**src/shared/pps_defines.svh**
```systemverilog
// Purpose: timing figures of the pipeline stage sequencer
// Assumes: stage counts include the fetch stage
// Notes: cycle counts are the normal minimum without contention
`ifndef PPS_DEFINES_SVH
`define PPS_DEFINES_SVH
`define PPS_CNT_W 4
`define PPS_STG_REG_MOVE 4'h3
`define PPS_CYC_REG_MOVE 4'h1
`define PPS_STG_LOAD 4'h5
`define PPS_CYC_LOAD 4'h1
`define PPS_STG_STORE 4'h4
`define PPS_CYC_STORE 4'h1
`define PPS_STG_MAC_TO_REG 4'h5
`define PPS_CYC_MAC_TO_REG 4'h1
`define PPS_STG_DSP_TO_REG 4'h5
`define PPS_CYC_DSP_TO_REG 4'h1
`define PPS_STG_MAC_TO_MEM 4'h4
`define PPS_CYC_MAC_TO_MEM 4'h1
`define PPS_STG_DSP_TO_MEM 4'h4
`define PPS_CYC_DSP_TO_MEM 4'h1
`define PPS_STG_EXC_RETURN 4'h5
`define PPS_CYC_EXC_RETURN 4'h4
`define PPS_STG_SW_TRAP 4'h9
`define PPS_CYC_SW_TRAP 4'h8
`define PPS_STG_SLEEP 4'h3
`define PPS_CYC_SLEEP 4'h3
// fetch, decode and operate stages come before any memory or write-back slot
`define PPS_STG_FRONT 4'h3
`endif

```
**src/shared/pps_pkg.sv**
```systemverilog
// Purpose: types of the pipeline stage sequencer
// Assumes: nothing
// Notes: instruction classes group instructions of equal pipeline shape
package pps_pkg;
    typedef enum logic [3:0] {
        CLS_REG_MOVE = 4'h0,
        CLS_LOAD = 4'h1,
        CLS_STORE = 4'h2,
        CLS_MUL_ACC_TO_REG = 4'h3,
        CLS_DSP_TO_REG = 4'h4,
        CLS_MUL_ACC_TO_MEM = 4'h5,
        CLS_DSP_TO_MEM = 4'h6,
        CLS_EXCEPTION_RETURN = 4'h7,
        CLS_SOFTWARE_TRAP = 4'h8,
        CLS_SLEEP = 4'h9
    } pps_class_t;
    typedef enum logic [1:0] {
        CORE_RUN = 2'b01,
        CORE_SLEEP = 2'b10
    } pps_core_state_t;
endpackage

```
**src/shared/pps_hazard_if.sv**
```systemverilog
// Purpose: carries decode and operate stage facts to the hazard check
// Assumes: one clock, decode and operate fields from flip-flops of the sequencer, mulBusy straight from its input port
// Notes: the check answers in the same cycle
`timescale 1ns/10ps
`default_nettype none
interface pps_hazard_if #(parameter int REG_ADDR_W = 4);
    logic decValid;
    pps_pkg::pps_class_t decClass;
    logic [REG_ADDR_W-1:0] decSrcA;
    logic [REG_ADDR_W-1:0] decSrcB;
    logic exValid;
    pps_pkg::pps_class_t exClass;
    logic [REG_ADDR_W-1:0] exDst;
    logic mulBusy;
    logic maBlock;
    logic mulStall;
    logic useStall;
    logic stall;
    modport seq (output decValid, decClass, decSrcA, decSrcB, exValid, exClass, exDst, mulBusy, maBlock,
                 input mulStall, useStall, stall);
    modport chk (input decValid, decClass, decSrcA, decSrcB, exValid, exClass, exDst, mulBusy, maBlock,
                 output mulStall, useStall, stall);
endinterface
`default_nettype wire

```
**src/design/pps_hazard_unit.sv**
```systemverilog
// Purpose: decides whether the instruction in decode must wait
// Assumes: the instruction in decode reads two source registers
// Notes: purely combinational
`timescale 1ns/10ps
`default_nettype none
module pps_hazard_unit #(
    parameter int REG_ADDR_W = 4
) (
    pps_hazard_if.chk hz
);
    logic [1:0] srcHit;
    logic exWritesLate;
    logic decUsesMul;

    // the two operand ports are checked alike
    for (genvar i = 0; i < 2; i++) begin : gSrc
        assign srcHit[i] = (i == 0) ? (hz.decSrcA == hz.exDst) : (hz.decSrcB == hz.exDst);
    end

    always_comb begin
        // loaded or dsp-moved values reach the register only after the memory slot
        exWritesLate = hz.exValid && (hz.exClass == pps_pkg::CLS_LOAD ||
                                      hz.exClass == pps_pkg::CLS_DSP_TO_REG);
        decUsesMul = hz.decClass == pps_pkg::CLS_MUL_ACC_TO_REG ||
                     hz.decClass == pps_pkg::CLS_MUL_ACC_TO_MEM;
        hz.mulStall = hz.decValid && decUsesMul && hz.mulBusy;
        hz.useStall = hz.decValid && exWritesLate && (|srcHit);
        // a blocked memory slot also freezes operate, so decode cannot move on
        hz.stall = hz.mulStall || hz.useStall || (hz.decValid && hz.maBlock);
    end
endmodule
`default_nettype wire

```
**src/design/pps_stage_seq.sv**
```systemverilog
// Purpose: pipeline sequencing of decode, operate, memory and write-back slots
// Assumes: fetch delivers one instruction per slot through issueValid/issueReady
// Notes: long instructions hold decode for their cycle count, extra stages sit in memory slots
// Behaviour
// - mul_acc_high/low to register: five stages, one cycle, waits on busy multiplier
// - dsp register to register: interlocks next user of destination, memory slot holds fetch
// - mul_acc half to memory predecrement: four stages, one cycle, multiplier wait, fetch clash
// - dsp register to memory predecrement: four stages, one cycle, no contention
// - software_trap: nine stages, eight execution cycles
// - cycle counts are minimums; contention with followers adds cycles
// - register transfers finish in fetch, decode_stage and operate_stage
// - register transfers move data through the ALU in operate_stage
// - loads pass fetch, decode, operate, memory access and write-back stages
// - follower using a load destination stalls until the loaded value exists
// - stores use four stages with no write-back stage
`timescale 1ns/10ps
`default_nettype none
`include "pps_defines.svh"
module pps_stage_seq #(
    parameter int REG_ADDR_W = 4
) (
    input wire logic sys_clk,
    input wire logic reset_n,
    input wire logic issueValid,
    input wire pps_pkg::pps_class_t issueClass,
    input wire logic [REG_ADDR_W-1:0] issueDst,
    input wire logic [REG_ADDR_W-1:0] issueSrcA,
    input wire logic [REG_ADDR_W-1:0] issueSrcB,
    output logic issueReady,
    input wire logic mulBusy,
    input wire logic wakePin,
    output logic exValid,
    output logic aluMove,
    output logic maValid,
    output logic fetchHold,
    output logic wbValid,
    output logic [REG_ADDR_W-1:0] wbReg,
    output logic lowPower
);
    if (REG_ADDR_W < 1 || REG_ADDR_W > 8) begin : gBadWidth
        $error("pps_stage_seq: REG_ADDR_W must be 1 to 8");
    end

    typedef logic [`PPS_CNT_W-1:0] pps_cnt_t;

    function automatic pps_cnt_t stagesOf(input pps_pkg::pps_class_t c);
        unique case (c)
            pps_pkg::CLS_REG_MOVE: stagesOf = `PPS_STG_REG_MOVE;
            pps_pkg::CLS_LOAD: stagesOf = `PPS_STG_LOAD;
            pps_pkg::CLS_STORE: stagesOf = `PPS_STG_STORE;
            pps_pkg::CLS_MUL_ACC_TO_REG: stagesOf = `PPS_STG_MAC_TO_REG;
            pps_pkg::CLS_DSP_TO_REG: stagesOf = `PPS_STG_DSP_TO_REG;
            pps_pkg::CLS_MUL_ACC_TO_MEM: stagesOf = `PPS_STG_MAC_TO_MEM;
            pps_pkg::CLS_DSP_TO_MEM: stagesOf = `PPS_STG_DSP_TO_MEM;
            pps_pkg::CLS_EXCEPTION_RETURN: stagesOf = `PPS_STG_EXC_RETURN;
            pps_pkg::CLS_SOFTWARE_TRAP: stagesOf = `PPS_STG_SW_TRAP;
            pps_pkg::CLS_SLEEP: stagesOf = `PPS_STG_SLEEP;
            default: stagesOf = `PPS_STG_REG_MOVE;
        endcase
    endfunction

    function automatic pps_cnt_t cyclesOf(input pps_pkg::pps_class_t c);
        unique case (c)
            pps_pkg::CLS_EXCEPTION_RETURN: cyclesOf = `PPS_CYC_EXC_RETURN;
            pps_pkg::CLS_SOFTWARE_TRAP: cyclesOf = `PPS_CYC_SW_TRAP;
            pps_pkg::CLS_SLEEP: cyclesOf = `PPS_CYC_SLEEP;
            default: cyclesOf = `PPS_CYC_LOAD;
        endcase
    endfunction

    function automatic logic writesBack(input pps_pkg::pps_class_t c);
        writesBack = c == pps_pkg::CLS_LOAD || c == pps_pkg::CLS_MUL_ACC_TO_REG || c == pps_pkg::CLS_DSP_TO_REG;
    endfunction

    // memory slots after operate: everything beyond the front three, less the write-back slot
    function automatic pps_cnt_t maSlotsOf(input pps_pkg::pps_class_t c);
        maSlotsOf = stagesOf(c) - `PPS_STG_FRONT - pps_cnt_t'(writesBack(c));
    endfunction

    // every memory slot but the dsp store shares the bus with fetch
    function automatic logic contendsFetch(input pps_pkg::pps_class_t c);
        contendsFetch = c != pps_pkg::CLS_DSP_TO_MEM;
    endfunction

    pps_hazard_if #(.REG_ADDR_W(REG_ADDR_W)) hz ();
    pps_hazard_unit #(.REG_ADDR_W(REG_ADDR_W)) uHazard (.hz(hz.chk));

    pps_pkg::pps_core_state_t coreState_r, coreState_nxt;
    logic idValid_r, idValid_nxt;
    pps_pkg::pps_class_t idClass_r, idClass_nxt;
    logic [REG_ADDR_W-1:0] idDst_r, idDst_nxt, idSrcA_r, idSrcA_nxt, idSrcB_r, idSrcB_nxt;
    pps_cnt_t idCnt_r, idCnt_nxt;
    logic exValid_r, exValid_nxt, exAlu_r, exAlu_nxt;
    pps_pkg::pps_class_t exClass_r, exClass_nxt;
    logic [REG_ADDR_W-1:0] exDst_r, exDst_nxt;
    logic maValid_r, maValid_nxt;
    pps_pkg::pps_class_t maClass_r, maClass_nxt;
    logic [REG_ADDR_W-1:0] maDst_r, maDst_nxt;
    pps_cnt_t maCnt_r, maCnt_nxt;
    logic wbValid_r, wbValid_nxt;
    logic [REG_ADDR_W-1:0] wbReg_r, wbReg_nxt;
    logic wakeMeta_r, wakeSync_r;
    logic maBlock, exMove, idDone, accept;

    assign hz.decValid = idValid_r;
    assign hz.decClass = idClass_r;
    assign hz.decSrcA = idSrcA_r;
    assign hz.decSrcB = idSrcB_r;
    assign hz.exValid = exValid_r;
    assign hz.exClass = exClass_r;
    assign hz.exDst = exDst_r;
    assign hz.mulBusy = mulBusy;
    assign hz.maBlock = maBlock;

    always_comb begin
        // an instruction still owed more memory slots keeps operate where it is
        maBlock = maValid_r && maCnt_r > pps_cnt_t'(1);
        exMove = !maBlock;
        // decode leaves only after its full execution-cycle count, stalls stretch it
        idDone = idValid_r && !hz.stall && idCnt_r == pps_cnt_t'(1);
        issueReady = coreState_r == pps_pkg::CORE_RUN && (!idValid_r || idDone) &&
                     !(exValid_r && exClass_r == pps_pkg::CLS_SLEEP) &&
                     !(idValid_r && idClass_r == pps_pkg::CLS_SLEEP);
        accept = issueValid && issueReady;
        fetchHold = maValid_r && contendsFetch(maClass_r);
    end

    always_comb begin
        coreState_nxt = coreState_r;
        idValid_nxt = idValid_r;
        idClass_nxt = idClass_r;
        idDst_nxt = idDst_r;
        idSrcA_nxt = idSrcA_r;
        idSrcB_nxt = idSrcB_r;
        idCnt_nxt = idCnt_r;
        if (accept) begin
            idValid_nxt = 1'b1;
            idClass_nxt = issueClass;
            idDst_nxt = issueDst;
            idSrcA_nxt = issueSrcA;
            idSrcB_nxt = issueSrcB;
            idCnt_nxt = cyclesOf(issueClass);
        end else if (idDone) begin
            idValid_nxt = 1'b0;
        end else if (idValid_r && !hz.stall) begin
            idCnt_nxt = idCnt_r - pps_cnt_t'(1);
        end
        unique case (coreState_r)
            pps_pkg::CORE_RUN: begin
                if (exValid_r && exClass_r == pps_pkg::CLS_SLEEP) begin
                    coreState_nxt = pps_pkg::CORE_SLEEP;
                end
            end
            pps_pkg::CORE_SLEEP: begin
                if (wakeSync_r) begin
                    coreState_nxt = pps_pkg::CORE_RUN;
                end
            end
            default: coreState_nxt = pps_pkg::CORE_RUN;
        endcase
    end

    always_comb begin
        exValid_nxt = exValid_r;
        exClass_nxt = exClass_r;
        exDst_nxt = exDst_r;
        exAlu_nxt = exAlu_r;
        if (exMove) begin
            // a held decode leaves a bubble behind the work that moves on
            exValid_nxt = idDone;
            exClass_nxt = idClass_r;
            exDst_nxt = idDst_r;
            exAlu_nxt = idDone && idClass_r == pps_pkg::CLS_REG_MOVE;
        end
    end

    always_comb begin
        maValid_nxt = maValid_r;
        maClass_nxt = maClass_r;
        maDst_nxt = maDst_r;
        maCnt_nxt = maCnt_r;
        wbValid_nxt = 1'b0;
        wbReg_nxt = wbReg_r;
        if (maBlock) begin
            maCnt_nxt = maCnt_r - pps_cnt_t'(1);
        end else begin
            // register transfers and sleep end in operate; the rest take memory slots
            maValid_nxt = exValid_r && maSlotsOf(exClass_r) != pps_cnt_t'(0);
            maClass_nxt = exClass_r;
            maDst_nxt = exDst_r;
            maCnt_nxt = maSlotsOf(exClass_r);
            if (maValid_r && writesBack(maClass_r)) begin
                wbValid_nxt = 1'b1;
                wbReg_nxt = maDst_r;
            end
        end
    end

    always_ff @(posedge sys_clk) begin
        if (!reset_n) begin
            coreState_r <= pps_pkg::CORE_RUN;
            idValid_r <= 1'b0;
            idClass_r <= pps_pkg::CLS_REG_MOVE;
            idDst_r <= '0;
            idSrcA_r <= '0;
            idSrcB_r <= '0;
            idCnt_r <= '0;
            exValid_r <= 1'b0;
            exClass_r <= pps_pkg::CLS_REG_MOVE;
            exDst_r <= '0;
            exAlu_r <= 1'b0;
            maValid_r <= 1'b0;
            maClass_r <= pps_pkg::CLS_REG_MOVE;
            maDst_r <= '0;
            maCnt_r <= '0;
            wbValid_r <= 1'b0;
            wbReg_r <= '0;
            wakeMeta_r <= 1'b0;
            wakeSync_r <= 1'b0;
        end else begin
            coreState_r <= coreState_nxt;
            idValid_r <= idValid_nxt;
            idClass_r <= idClass_nxt;
            idDst_r <= idDst_nxt;
            idSrcA_r <= idSrcA_nxt;
            idSrcB_r <= idSrcB_nxt;
            idCnt_r <= idCnt_nxt;
            exValid_r <= exValid_nxt;
            exClass_r <= exClass_nxt;
            exDst_r <= exDst_nxt;
            exAlu_r <= exAlu_nxt;
            maValid_r <= maValid_nxt;
            maClass_r <= maClass_nxt;
            maDst_r <= maDst_nxt;
            maCnt_r <= maCnt_nxt;
            wbValid_r <= wbValid_nxt;
            wbReg_r <= wbReg_nxt;
            wakeMeta_r <= wakePin;
            wakeSync_r <= wakeMeta_r;
        end
    end

    assign exValid = exValid_r;
    assign aluMove = exAlu_r;
    assign maValid = maValid_r;
    assign wbValid = wbValid_r;
    assign wbReg = wbReg_r;
    assign lowPower = coreState_r == pps_pkg::CORE_SLEEP;
endmodule
`default_nettype wire

```
**config.mk**
```make
export PLATFORM = sky130hd
export DESIGN_NAME = pps_stage_seq
export DESIGN_NICKNAME = d
export VERILOG_FILES = /design/src/shared/pps_pkg.sv /design/src/shared/pps_hazard_if.sv /design/src/design/pps_hazard_unit.sv /design/src/design/pps_stage_seq.sv
export VERILOG_INCLUDE_DIRS = /design/src /design/src/shared
export SDC_FILE = /design/constraint.sdc
export NUM_CORES = 1
export LEC_CHECK = 0
export BUFFER_PORTS_ARGS = -buffer_cell sky130_fd_sc_hd__clkbuf_2
export CELL_PAD_IN_SITES_DETAIL_PLACEMENT = 1
export CELL_PAD_IN_SITES_GLOBAL_PLACEMENT = 2
export CORE_MARGIN = 8
export CORE_UTILIZATION = 37
export CTS_BUF_LIST = sky130_fd_sc_hd__clkbuf_2 sky130_fd_sc_hd__clkbuf_4 sky130_fd_sc_hd__clkbuf_8
export DETAILED_ROUTE_END_ITERATION = 10
export MAX_ROUTING_LAYER = met4
export PLACE_DENSITY = 0.81
export SLEW_MARGIN = 15
export SYNTH_ARGS = -nofsm -noshare
export SYNTH_HDL_FRONTEND = slang
export SYNTH_SLANG_ARGS = --single-unit
export TNS_END_PERCENT = 20
```
**constraint.sdc**
```tcl
create_clock -name sys_clk -period 2.7 [get_ports sys_clk]
set_input_delay 0.405 -clock sys_clk [delete_from_list [all_inputs] [get_ports sys_clk]]
set_output_delay 0.405 -clock sys_clk [all_outputs]
set_load 0.005 [all_outputs]
```
==> results.toml <==
[logic_synthesis]
yosysTopAreaCellShare = 0.4451
synth_seq_cells = 57
synthTopCellsByCount = "dfxtp_1, nand2_1, nor2_1"
avgSynthCellArea_um2 = 9.027
synth.most_common_cell = "dfxtp_1"
yosys-top-cells-area = "dfxtp_1, mux2i_1, nand2_1, nor2_1, a21oi_1"
syn-cell-area_um2 = 2564
syn-instance-count = 284
yosysSeqAreaShare = 0.4451
synth_flop_cell = "dfxtp_1"
synth_nets = 314
ys_warn_count = 0
ys_async_sr_fraction = 0
synth_cell_types = 49
synth-edff-count = 0
synth_area_leader_cell = "dfxtp_1"

[critical_path]
cp.arrival_ns = 2.11
crit_required_ns = 2.30
cp_max_fo = 4
path_cells = "inv_1 > ha_1 > nor2_1 > o31ai_4 > and3_4 > a21boi_0 > a2111oi_1 > clkbuf_2"
cpLargestDelayFamily = "compound AO/OA/AOI/OAI gates"
crit_path_start_kind = "register"
path_buf_inv = 2
worstSetupEndpointType = "output pin"
path_class = "register to output pin"
critical-path-slowest-cell = "dfxtp_1"
cpPeakStageDelay_ns = 0.34

[clock_tree]
cts_tree = "built"
hold_buffers = 0
clk_pin_slew_ns = 0.06
clock_path_buffers = 2
numCtsBuffers = 9
clk-insertion-delay-late_ns = 0.33
htreeDepth = 3
cts_setup_buffers = 0
cts_resized = 0
cts-root-buf = "clkbuf_8"
cts_sinks = 57

[routing]
drtAntennaViolNets = 0
viasPerCell = 5.032
wire_per_inst_um = 14.23
drt_iter0_markers = 64
wirelength_mm = 5.778
dr.pass1.iters = 4
drc = 0
via_count = 2043

[cells_and_area]
final_util = 0.4452
diodes = 0
fin_nets = 351
fillers = 819
drive_gt1_frac = 0.2025
syn_to_final_growth_pct = 17.33

[timing]
report.final.slew_viol_count = 0
min_period_over_period = 0.9297
setup_violations = 0
whs_ns = 0.2818
fin_skew_ns = 0.007684
min_period_ns = 2.510
worstMarginPinSlew_ns = 0.4794
fmax_mhz = 398.4
hold_viol_final = 0
relSlewSlack = 0.6800
rsz0062_at_grt = "false"
fin_setup_tns_ns = 0

[pwr]
combPwrFrac = 0.160
irDropWorstVdd_v = 0.0002949
pwr-share-clk = 0.380
sw_frac_of_total = 0.2746
intPower_mw = 1.522
p_sw_mw = 0.5762
power.share.sequential = 0.460
power_mw = 2.098
p_leak_nw = 1.344
powerDensity_nw_per_um2 = 697.5

[floorplanning]
floorplan.initialDensity = 0.3794
ioPinCount = 32
die_area_um2 = 9849
core_um2 = 6756
fp.dieW_um = 99.24
die_y_um = 99.24
rows = 30

[global_routing]
grt_max_degree = 26
grt_pass1_vias = 2077
grt_overflow = 0
grt_pass1_wl_mm = 9.804
grt_usage = 0.1280
antenna_found_initial = 0

[run]
maxCapViolations = 0

[min_path]
hold_class = "input pin to register"

[run_status]
status = "completed"

[placement]
gp_congestion = 0.7737
hpwlAfterDp_mm = 4.287
io_buffers = 31
-- metrics by stage --
step / instance area (um^2) / worst slack, ns / instances
after floorplan: 2564 / 0.6537 / 284
after global placement: 2806 / 0.5268 / 390
after detailed placement: 2806 / 0.4324 / 390
after CTS: 3007 / 0.1028 / 406
after global routing: 3008 / 0.01149 / 406
final: 3008 / 0.1899 / 406
-- worst paths after layout --
| kind | startpoint | end | slack (ns) | cells after the start |
|---|---|---|---|---|
| worst max-delay path | maCnt_r[0] | issueReady | 0.19 | 8 |
| worst min register to register | wakeMeta_r | wakeSync_r | 0.44 | 1 |
| worst min-delay path | wakePin | wakeMeta_r | 0.28 | 2 |
| worst max register to register | maCnt_r[0] | register | 0.42 | 11 |
-- state kept, by name, indices dropped and copies added, names as in the netlist, 4 cells and up, named ones only --
name	flops
exDst_r	4
idDst_r	4
idCnt_r	4
hz.decClass	4
hz.decSrcB	4
maCnt_r	4
maDst_r	4
exClass_r	4
wbReg	4
hz.decSrcA	4
maClass_r	4
-- area by class of cell --
type / instances / area, um^2 / share of cell area
clock buffers: 11 / 145.1 / 0.04825
clock inverters: 5 / 55.05 / 0.01830
inverters: 13 / 48.80 / 0.01622
multi-input cells: 203 / 1318 / 0.4380
flip-flops and latches: 57 / 1141 / 0.3794
well taps: 80 / 100.1 / 0.03328
repair buffers: 37 / 200.2 / 0.06656
-- layer usage --
metal  vias to the layer above  global-route usage  part of all wire
met2                        25              0.1958              0.45
met1                       968              0.1531              0.50
met4                         0             0.06286             0.018
li1                       1039                   -                 -
met5                         -                   -                 0
met3                        11             0.03282             0.031
-- cells by family (layout without fill, tap and decap cells) --
group / after synthesis / after routing / share of synthesized area
AOI/OAI and AO/OA: 42 / 42 / 0.1132
xor gates and xnor gates: 16 / 16 / 0.05466
adders and majority gates: 9 / 9 / 0.04392
buffers and inverters: 24 / 66 / 0.04148
DFF: 57 / 57 / 0.4451
muxes: 22 / 22 / 0.08638
and+or+nand+nor: 114 / 114 / 0.2152
-- placed cells by master, fill, tap and decap left out, drive strengths merged, types with 4 or more instances in the layout --
cell	instances
a21oi	24
and3	4
buf	6
clkbuf	42
dfxtp	57
ha	9
inv	13
mux2i	21
nand2	42
nand2b	4
nor2	35
nor2b	5
nor3	4
o21ai	4
xor2	13
-- power groups by stage --
stage	clock [mW]	sequential [mW]	combinational, mW
2_1_floorplan	0	0.964	0.265
3_3_place_gp	0	0.981	0.331
3_5_place_dp	0	0.983	0.340
4_1_cts	0.820	0.965	0.343
5_1_grt	0.860	0.973	0.377
6_report	0.798	0.964	0.336
-- worst reg2reg max path: cells and delay by family (launching register included) --
kind	cells	cell delay [ns]
flip-flops	1	0.38
AO/OA/AOI/OAI	2	0.39
adder cells (fa/ha/maj)	2	0.50
buffers and inverters	2	0.14
AND/OR/NAND/NOR	5	0.74
No activity file was read; power rests on OpenSTA's default activity.
